### config.mk
export PLATFORM = sky130hd
export DESIGN_NAME = super_io_auto_powerdown_ctrl
export DESIGN_NICKNAME = d
export VERILOG_FILES = /design/src/hw/apd_pkg.sv /design/src/hw/serial_port_pd.sv /design/src/hw/super_io_auto_powerdown_ctrl.sv
export SDC_FILE = /design/constraint.sdc
export NUM_CORES = 1
export LEC_CHECK = 0
export BUFFER_PORTS_ARGS = -buffer_cell sky130_fd_sc_hd__buf_2
export CORE_MARGIN = 10
export CORE_UTILIZATION = 50
export DETAILED_ROUTE_END_ITERATION = 10
export PLACE_DENSITY = 0.81
export RECOVER_POWER = 100
export SETUP_SLACK_MARGIN = 0.05
export SKIP_LAST_GASP = 1
export SLEW_MARGIN = 20
export SYNTH_ARGS = -nofsm -noshare
export SYNTH_HDL_FRONTEND = slang
export SYNTH_SLANG_ARGS = --single-unit
### constraint.sdc
create_clock -name i_clk -period 3.4 [get_ports i_clk]
set_clock_uncertainty 0.1 [all_clocks]
set_input_delay 1.02 -clock i_clk [delete_from_list [all_inputs] [get_ports i_clk]]
set_output_delay 1.02 -clock i_clk [all_outputs]
set_load 0.03 [all_outputs]
### src/hw/apd_pkg.sv
package apd_pkg;
  // Floppy register offsets (host address bits 2:0)
  localparam logic [2:0] OFS_STATUS_A = 3'h0;
  localparam logic [2:0] OFS_STATUS_B = 3'h1;
  localparam logic [2:0] OFS_DOR = 3'h2;
  localparam logic [2:0] OFS_DSR_MSR = 3'h4;
  localparam logic [2:0] OFS_FIFO = 3'h5;
  localparam logic [2:0] OFS_DIR_CCR = 3'h7;
  // Field positions
  localparam int DOR_MOTOR_LSB = 4;
  localparam int DOR_RESET_N_BIT = 2;
  localparam int DSR_SWRESET_BIT = 7;
  localparam int SER_PD_A_BIT = 3;
  localparam int SER_PD_B_BIT = 7;
  localparam int PWR_PAR_AUTO_BIT = 4;
  localparam int PWR_SER_A_AUTO_BIT = 5;
  localparam int PWR_SER_B_AUTO_BIT = 6;
  localparam int PWR_FDC_AUTO_BIT = 7;
  localparam int PAR_PD_BIT = 2;
  // Idle main status value
  localparam logic [7:0] MSR_IDLE = 8'h80;
  // Extended control mode field values
  localparam logic [2:0] ECR_MODE_SPP = 3'h0;
  localparam logic [2:0] ECR_MODE_PS2 = 3'h1;
  localparam logic [2:0] ECR_MODE_EPP = 3'h4;
  // Parallel mode configuration
  localparam logic [1:0] PMODE_EPP = 2'h1;
  localparam logic [1:0] PMODE_ECP = 2'h2;
  localparam logic [1:0] PMODE_ECP_EPP = 2'h3;
  // Reset values
  localparam logic [7:0] DOR_RESET = 8'h00;
  localparam logic [7:0] DSR_RESET = 8'h02;
  localparam logic [7:0] CCR_RESET = 8'h02;
  // Powerdown timer
  localparam int CLK_HZ = 100_000_000;
  localparam int PD_TIME_MS = 10;
  localparam int PD_CYCLES = CLK_HZ / 1000 * PD_TIME_MS;
  typedef enum logic [1:0] {
    FDC_AWAKE = 2'b00,
    FDC_COUNT = 2'b01,
    FDC_DOWN = 2'b11
  } fdc_state_t;
endpackage : apd_pkg

### src/hw/serial_port_pd.sv
`timescale 1ns/1ps
`default_nettype none
module serial_port_pd (
  input wire logic i_clk,              // Device clock
  input wire logic i_rst_n,            // Async reset, active low
  input wire logic i_direct_pd,        // Direct powerdown bit
  input wire logic i_auto_en,          // Auto powerdown enable
  input wire logic i_thr_empty,        // Holding buffer empty
  input wire logic i_tsr_empty,        // Shift register empty
  input wire logic i_rx_fifo_empty,    // Receive FIFO empty
  input wire logic i_rx_idle,          // Waiting for start bit
  input wire logic i_thr_write,        // Host write to holding buffer
  input wire logic i_rx_raw,           // Receive data pin
  input wire logic i_ri_raw,           // Ring indicate pin
  output logic o_tx_pd,                // Transmitter powered down
  output logic o_rx_pd,                // Receiver powered down
  output logic o_ri_change             // Ring indicate changed, pulse
);
  typedef struct packed {
    logic [1:0] rx_sync;
    logic [1:0] ri_sync;
    logic rx_last;
    logic ri_last;
    logic tx_pd;
    logic rx_pd;
    logic ri_change;
  } ser_state_t;
  ser_state_t q, d;
  logic rx_edge;
  always_comb begin
    d = q;
    d.rx_sync = {q.rx_sync[0], i_rx_raw};
    d.ri_sync = {q.ri_sync[0], i_ri_raw};
    d.rx_last = q.rx_sync[1];
    d.ri_last = q.ri_sync[1];
    rx_edge = q.rx_sync[1] ^ q.rx_last;
    d.ri_change = q.ri_sync[1] ^ q.ri_last;
    if (i_direct_pd) begin
      d.tx_pd = 1'b1;
    end else if (!i_auto_en || i_thr_write) begin
      d.tx_pd = 1'b0;
    end else if (i_thr_empty && i_tsr_empty) begin
      d.tx_pd = 1'b1;
    end
    if (i_direct_pd) begin
      d.rx_pd = 1'b1;
    end else if (!i_auto_en || rx_edge) begin
      d.rx_pd = 1'b0;
    end else if (i_rx_fifo_empty && i_rx_idle) begin
      d.rx_pd = 1'b1;
    end
  end
  always_ff @(posedge i_clk or negedge i_rst_n) begin
    if (!i_rst_n) begin
      // Idle-high pins, so no false edge right after reset
      q <= '{rx_sync: 2'h3, ri_sync: 2'h3, rx_last: 1'b1, ri_last: 1'b1,
             tx_pd: 1'b0, rx_pd: 1'b0, ri_change: 1'b0};
    end else begin
      q <= d;
    end
  end
  assign o_tx_pd = q.tx_pd;
  assign o_rx_pd = q.rx_pd;
  assign o_ri_change = q.ri_change;
endmodule : serial_port_pd
`default_nettype wire

### src/hw/super_io_auto_powerdown_ctrl.sv
`timescale 1ns/1ps
`default_nettype none
module super_io_auto_powerdown_ctrl #(
  parameter int PD_CYCLES = apd_pkg::PD_CYCLES
) (
  input wire logic i_clk,                    // Device clock, 100 MHz
  input wire logic i_rst_n,                  // Async reset, active low
  input wire logic i_rd,                     // Decoded floppy read strobe, one cycle
  input wire logic i_wr,                     // Decoded floppy write strobe, one cycle
  input wire logic [2:0] i_addr,             // Floppy register offset
  input wire logic [7:0] i_wdata,            // Host write data
  input wire logic [7:0] i_main_status,      // Main status from core
  input wire logic i_core_irq,               // Core interrupt pending
  input wire logic i_head_unloaded,          // Head unload timer expired
  input wire logic [7:0] i_power_config_reg, // Power configuration register
  input wire logic [7:0] i_serial_config_reg,   // Serial configuration register
  input wire logic [7:0] i_parallel_config_reg, // Parallel configuration register
  input wire logic [1:0] i_par_mode_cfg,     // Parallel mode configuration
  input wire logic [2:0] i_ecr_mode,         // Extended control mode field
  input wire logic [3:0] i_motor_on,         // Core motor enables
  input wire logic [3:0] i_drive_select,     // Core drive selects
  input wire logic i_write_bitstream,        // Core write data
  input wire logic i_write_gate,             // Core write gate
  input wire logic i_step,                   // Core step
  input wire logic i_dir,                    // Core direction
  input wire logic i_head_side,              // Core head select
  input wire logic i_density_select,         // Core density select
  input wire logic [1:0] i_rate_code,        // Core rate code
  input wire logic i_track_zero_in,          // Drive pin
  input wire logic i_index_pulse_in,         // Drive pin
  input wire logic i_media_changed_in,       // Drive pin
  input wire logic i_second_drive_in,        // Drive pin
  input wire logic [1:0] i_thr_empty,        // Per UART holding empty
  input wire logic [1:0] i_tsr_empty,        // Per UART shift empty
  input wire logic [1:0] i_rx_fifo_empty,    // Per UART receive FIFO empty
  input wire logic [1:0] i_rx_idle,          // Per UART receiver idle
  input wire logic [1:0] i_thr_write,        // Per UART holding write
  input wire logic [1:0] i_serial_rx_in,     // Per UART receive pin
  input wire logic [1:0] i_ring_indicate_in, // Per UART ring pin
  output logic o_fdc_pd,                     // Floppy powered down
  output logic o_fdc_wake,                   // Wake pulse to core
  output logic [7:0] o_dor_held,             // Retained output control
  output logic [7:0] o_dsr_held,             // Retained rate select
  output logic [7:0] o_ccr_held,             // Retained config control
  output logic [3:0] o_motor_on_out,         // Motor enables
  output logic [3:0] o_motor_on_oe,          // Motor enables drive
  output logic [3:0] o_drive_select_out,     // Drive selects
  output logic [3:0] o_drive_select_oe,      // Drive selects drive
  output logic o_write_bitstream_out,        // Write data
  output logic o_write_bitstream_oe,         // Write data drive
  output logic o_write_gate_out,             // Write gate
  output logic o_write_gate_oe,              // Write gate drive
  output logic o_step_out,                   // Step
  output logic o_dir_out,                    // Direction
  output logic o_head_side_out,              // Head select
  output logic o_density_select_out,         // Density select
  output logic [1:0] o_rate_code_out,        // Rate code
  output logic [3:0] o_drive_in_gated,       // Gated drive status
  output logic [1:0] o_tx_pd,                // Transmitter powered down
  output logic [1:0] o_rx_pd,                // Receiver powered down
  output logic [1:0] o_ri_change,            // Ring change pulse
  output logic o_par_pd,                     // Parallel direct powerdown
  output logic o_epp_pd,                     // EPP logic powered down
  output logic o_ecp_pd                      // ECP logic powered down
);
  // Timer needs at least two counts to restart cleanly
  if (PD_CYCLES < 2) begin : g_bad_pd_cycles
    $error("PD_CYCLES too small");
  end
  localparam int CW = $clog2(PD_CYCLES + 1);
  typedef struct packed {
    apd_pkg::fdc_state_t st;
    logic [CW-1:0] cnt;
    logic wake;
    logic [7:0] drive_output_control;
    logic [7:0] dsr;
    logic [7:0] rate_config_control;
    logic [3:0] mot;
    logic [3:0] mot_oe;
    logic [3:0] ds;
    logic [3:0] ds_oe;
    logic wd;
    logic wd_oe;
    logic wg;
    logic wg_oe;
    logic step;
    logic dir;
    logic hs;
    logic dens;
    logic [1:0] rate;
    logic [3:0] din_s1;
    logic [3:0] din_s2;
    logic [3:0] din_g;
    logic par_pd;
    logic epp_pd;
    logic ecp_pd;
  } ctl_state_t;
  ctl_state_t q, d;
  logic wake_req;
  logic fdc_auto;
  logic sleep_ok;
  logic ecp_cfg;
  logic epp_cfg;
  always_comb begin
    d = q;
    fdc_auto = i_power_config_reg[apd_pkg::PWR_FDC_AUTO_BIT];
    wake_req = (i_rd && i_addr == apd_pkg::OFS_DSR_MSR)
      || ((i_rd || i_wr) && i_addr == apd_pkg::OFS_FIFO)
      || (i_wr && i_addr == apd_pkg::OFS_DOR
          && (|i_wdata[apd_pkg::DOR_MOTOR_LSB +: 4] || !i_wdata[apd_pkg::DOR_RESET_N_BIT]))
      || (i_wr && i_addr == apd_pkg::OFS_DSR_MSR && i_wdata[apd_pkg::DSR_SWRESET_BIT]);
    if (i_wr && i_addr == apd_pkg::OFS_DOR) begin
      d.drive_output_control = i_wdata;
    end
    if (i_wr && i_addr == apd_pkg::OFS_DSR_MSR) begin
      d.dsr = i_wdata;
    end
    if (i_wr && i_addr == apd_pkg::OFS_DIR_CCR) begin
      d.rate_config_control = i_wdata;
    end
    sleep_ok = (i_motor_on == 4'h0) && (i_main_status == apd_pkg::MSR_IDLE)
      && !i_core_irq && i_head_unloaded;
    d.wake = 1'b0;
    case (q.st)
      apd_pkg::FDC_AWAKE: begin
        d.cnt = '0;
        if (fdc_auto) begin
          d.st = apd_pkg::FDC_COUNT;
        end
      end
      apd_pkg::FDC_COUNT: begin
        if (!fdc_auto) begin
          d.st = apd_pkg::FDC_AWAKE;
        end else if (wake_req) begin
          d.cnt = '0;
        end else if (q.cnt < CW'(PD_CYCLES)) begin
          d.cnt = q.cnt + CW'(1);
        end else if (sleep_ok) begin
          d.st = apd_pkg::FDC_DOWN;
        end
      end
      apd_pkg::FDC_DOWN: begin
        if (wake_req || !fdc_auto) begin
          d.st = fdc_auto ? apd_pkg::FDC_COUNT : apd_pkg::FDC_AWAKE;
          d.cnt = '0;
          d.wake = wake_req;
        end
      end
      default: begin
        d.st = apd_pkg::FDC_AWAKE;
      end
    endcase
    d.mot = i_motor_on;
    d.ds = i_drive_select;
    d.wd = i_write_bitstream;
    d.wg = i_write_gate;
    d.mot_oe = {4{d.st != apd_pkg::FDC_DOWN}};
    d.ds_oe = {4{d.st != apd_pkg::FDC_DOWN}};
    d.wd_oe = d.st != apd_pkg::FDC_DOWN;
    d.wg_oe = d.st != apd_pkg::FDC_DOWN;
    d.step = i_step;
    d.dir = i_dir;
    d.hs = i_head_side;
    d.dens = i_density_select;
    d.rate = i_rate_code;
    d.din_s1 = {i_second_drive_in, i_media_changed_in, i_index_pulse_in, i_track_zero_in};
    d.din_s2 = q.din_s1;
    d.din_g = (q.st == apd_pkg::FDC_DOWN) ? 4'h0 : q.din_s2;
    d.par_pd = i_parallel_config_reg[apd_pkg::PAR_PD_BIT];
    ecp_cfg = (i_par_mode_cfg == apd_pkg::PMODE_ECP) || (i_par_mode_cfg == apd_pkg::PMODE_ECP_EPP);
    epp_cfg = (i_par_mode_cfg == apd_pkg::PMODE_EPP) || (i_par_mode_cfg == apd_pkg::PMODE_ECP_EPP);
    if (i_power_config_reg[apd_pkg::PWR_PAR_AUTO_BIT]) begin
      d.epp_pd = !epp_cfg || (ecp_cfg && i_ecr_mode != apd_pkg::ECR_MODE_EPP);
      d.ecp_pd = !ecp_cfg || i_ecr_mode == apd_pkg::ECR_MODE_SPP
        || i_ecr_mode == apd_pkg::ECR_MODE_PS2 || i_ecr_mode == apd_pkg::ECR_MODE_EPP;
    end else begin
      d.epp_pd = 1'b0;
      d.ecp_pd = 1'b0;
    end
  end
  always_ff @(posedge i_clk or negedge i_rst_n) begin
    if (!i_rst_n) begin
      q <= '0;
      q.st <= apd_pkg::FDC_AWAKE;
      q.drive_output_control <= apd_pkg::DOR_RESET;
      q.dsr <= apd_pkg::DSR_RESET;
      q.rate_config_control <= apd_pkg::CCR_RESET;
      q.mot_oe <= 4'hf;
      q.ds_oe <= 4'hf;
      q.wd_oe <= 1'b1;
      q.wg_oe <= 1'b1;
    end else begin
      q <= d;
    end
  end
  genvar g;
  generate
    for (g = 0; g < 2; g++) begin : g_uart
      serial_port_pd u_pd (
        .i_clk(i_clk),
        .i_rst_n(i_rst_n),
        .i_direct_pd(i_serial_config_reg[g == 0 ? apd_pkg::SER_PD_A_BIT : apd_pkg::SER_PD_B_BIT]),
        .i_auto_en(i_power_config_reg[g == 0 ? apd_pkg::PWR_SER_A_AUTO_BIT : apd_pkg::PWR_SER_B_AUTO_BIT]),
        .i_thr_empty(i_thr_empty[g]),
        .i_tsr_empty(i_tsr_empty[g]),
        .i_rx_fifo_empty(i_rx_fifo_empty[g]),
        .i_rx_idle(i_rx_idle[g]),
        .i_thr_write(i_thr_write[g]),
        .i_rx_raw(i_serial_rx_in[g]),
        .i_ri_raw(i_ring_indicate_in[g]),
        .o_tx_pd(o_tx_pd[g]),
        .o_rx_pd(o_rx_pd[g]),
        .o_ri_change(o_ri_change[g])
      );
    end
  endgenerate
  assign o_fdc_pd = q.st == apd_pkg::FDC_DOWN;
  assign o_fdc_wake = q.wake;
  assign o_dor_held = q.drive_output_control;
  assign o_dsr_held = q.dsr;
  assign o_ccr_held = q.rate_config_control;
  assign o_motor_on_out = q.mot;
  assign o_motor_on_oe = q.mot_oe;
  assign o_drive_select_out = q.ds;
  assign o_drive_select_oe = q.ds_oe;
  assign o_write_bitstream_out = q.wd;
  assign o_write_bitstream_oe = q.wd_oe;
  assign o_write_gate_out = q.wg;
  assign o_write_gate_oe = q.wg_oe;
  assign o_step_out = q.step;
  assign o_dir_out = q.dir;
  assign o_head_side_out = q.hs;
  assign o_density_select_out = q.dens;
  assign o_rate_code_out = q.rate;
  assign o_drive_in_gated = q.din_g;
  assign o_par_pd = q.par_pd;
  assign o_epp_pd = q.epp_pd;
  assign o_ecp_pd = q.ecp_pd;
endmodule : super_io_auto_powerdown_ctrl
`default_nettype wire

==> impl_results.md <==
- Slowest-stage cell, CP: o41ai_1
- Area grow syn2layout: 11.4%
- Post-synth EDFFs: 0
- CORE AREA: 8220 µm²
- Detailed placement HPWL: 7100 µm
- Final setup fails: 0
- Via count: 2931
- Initial antenna violation count: 0
- Yosys cell types: 52
- Port Buffers: 135
- Crit-path max FO: 17
- Crit path cell chain: clkbuf_1 -> nand2b_1 -> o41ai_1 -> a31oi_4 -> or4_1 -> nand2_1
- Worst setup margin: 0.645 ns
- FP Rows: 33
- WL final: 9480 µm
- Finished Cell Area: 4700 µm²
- Max-cap violations: 0
- Largest net degree at the start of global routing: 48
- TritonCTS clock tree: built
- Num CTS Buffers: 9
- Static leakage: 0.00209 µW
- Antenna-violating nets left: 0
- Cells after Synth: 343
- # IOs: 153
- Total grt overflow: 0
- VDD IR-drop max: 315 µV
- Initial Util: 51.3%
- Final hold vios: 0
- Pre-Repair DR Iteration Count: 5
- Synth Cell Area: 4220 µm²
- Post-synth net total: 432
- Final net count: 520
- Seq cells post-synth: 97
- Relative slew slack: 13.8%
- Critical Path Source Type: input pin
- H-tree Lvls: 3
- Hold Slack: 0.257 ns
- Die area: 12500 µm²
- RSZ-0062 raised after global routing: no
- Most used DFF post-synth: dfrtp_1
- Fmax: 0.363 GHz
- FFs w/ async S/R, synth: 100%
- GP Congestion: 0.957
- TNS Setup: 0 ns
- Iter 0 DRT Violations: 150
- Clk slew on worst S/H paths: 0.09 ns
- Per-cell routed wire length: 17.5 µm
- Die X: 112 µm
- Via density: 5.42
- Post-CTS setup buffers: 0
- Die height: 112 µm
- Crit path time final: 2.76 ns
- Status: complete, no violations
- Clock sink count: 97
- WS Path Type: input pin to register
- Period utilization: 81.0%
- Root buffer cell: clkbuf_8
- Placed inst area: 4600 µm²
- Crit path largest cell delay: 0.60 ns
- Syn_area_per_cell: 12.3 µm²
- Global-route wire length before repair: 15300 µm
- Drt drc: 0
- Max-slew violation count: 0
- Ant. Diodes: 0
- Sequential fraction of the synthesis area: 58.0%
- Actual slew at the worst max-slew pin: 1.28 ns
- Share of cells above drive strength 1: 27.5%
- Clock buffer depth: 2
- Syn. warnings: 0
- HP Class: register to register
- Gr usage total: 14.8%
- DP Worst Slack: 0.464 ns
- Worst EP arrival: 2.95 ns
- Resized Gates After CTS: 0
- Cell Pwr Density: 543 nW/µm²
- Vias in the first global route: 3017
- Worst EP required: 3.60 ns
- Hold_buf cts: 0
- Crit end category: register
- Skew-Pair Late Insertion Delay: 0.36 ns
state kept, by name, summed over array words and instances, names as in the netlist, 8 cells and up:
register / flops
o_dsr_held: 8
g_uart.u_pd.d: 8
q: 26
o_dor_held: 8
o_ccr_held: 8
power by group:
group	internal (µW)	switching, µW
logic	131	316
registers	1260	50.2
clock network	361	431
Yosys cell counts, drive strengths merged, types with 4 or more instances:
cell    count  area [µm²]
o211ai      8        60.1
nand2      20        75.1
and2        9        56.3
buf        60         444
dfrtp      82        2050
xor2        5        43.8
o31ai       5        37.5
o21ai       5        25.0
nand3       8        40.0
and3        5        31.3
nor3        4        25.0
nand4       8        65.1
a21oi      12        60.1
or4        10        75.1
mux2       25         282
dfstp      15         394
nor2       12        47.6
nand2b      8        50.1
nor4        4        25.0
logic make-up after synthesis:
logic type	Yosys count	share of synthesized area, %
AO/OA/AOI/OAI	55	9.85
XOR/XNOR	5	1.04
adder cells (fa/ha/maj)	1	0.297
buffers and inverters	65	11.0
flip-flops	97	58.0
multiplexers	25	6.68
AND/OR/NAND/NOR	95	13.1
worst max-delay path: cells and delay by family:
family          cells  cell delay [ns]
simple gates        3             0.86
buf+inv             1             0.12
compound gates      2             0.96
path summary, 6_finish.rpt:
path,startpoint,to,slack [ns],cells past startpoint
hold / removal,d[7]$_DFF_PN0_,q[7]$_DFF_PN0_,0.26,0
setup / recovery,i_wdata[6],q[70]$_DFFE_PN0P_,0.64,6
hold reg to reg,d[7]$_DFF_PN0_,q[7]$_DFF_PN0_,0.26,0
setup reg to reg,q[73]$_DFFE_PN0P_,q[84]$_DFFE_PN0P_,0.86,5
max in group asynchronous,i_rst_n,o_drive_in_gated[0]$_DFF_PN0_,1.16,2
min in group asynchronous,i_rst_n,q[76]$_DFFE_PN0P_,0.78,1
per-layer routing:
metal / GRT usage [%] / part of all wire, % / up-vias
met5: 0 / 0 / -
met4: 5.31 / 1.9 / 0
met3: 7.25 / 12 / 16
met2: 23.2 / 46 / 165
met1: 17.3 / 41 / 1406
li1: - / - / 1344
cell usage in the layout (no fill, tap or decap), types with 3 or more instances in the layout:
cell      Yosys  layout
and2_1        9       6
and2_0        0       3
nand2_1      20      20
xor2_1        5       5
o211ai_1      8       8
o21ai_1       4       3
o21bai_1      3       3
dfrtp_1      82      82
clkbuf_1      2      74
a21oi_1      12      12
nor2_1       11      12
nor3_1        3       4
nand3_1       8       8
o22ai_1       3       3
dfstp_2      15      11
dfstp_1       0       4
a21o_1        3       3
o31ai_1       5       5
and3_1        5       5
nor4_1        4       4
mux2_2       25      23
or4_1        10      10
buf_2         4      61
nand4_1       7       7
inv_6         0       3
nand2b_1      8       8
clkbuf_8      0       9
area by class of cell:
class | instances | area [µm²]
clock buffers | 9 | 124
well taps | 105 | 131
multi-input cells | 181 | 1280
inverters | 3 | 11.3
flip-flops and latches | 97 | 2450
clock inverters | 7 | 92.6
fillers | 710 | 3520
repair buffers | 139 | 608
through the flow:
step | total power, µW | instances | util, %
after floorplan | 1720 | 343 | -
after global placement | 1790 | 525 | 56.0
after detailed placement | 1810 | 525 | 56.0
after CTS | 2610 | 541 | 58.7
after global routing | 2670 | 541 | 57.2
final | 2550 | 541 | 57.2
Note: power is estimated with default switching activity, not from simulation.
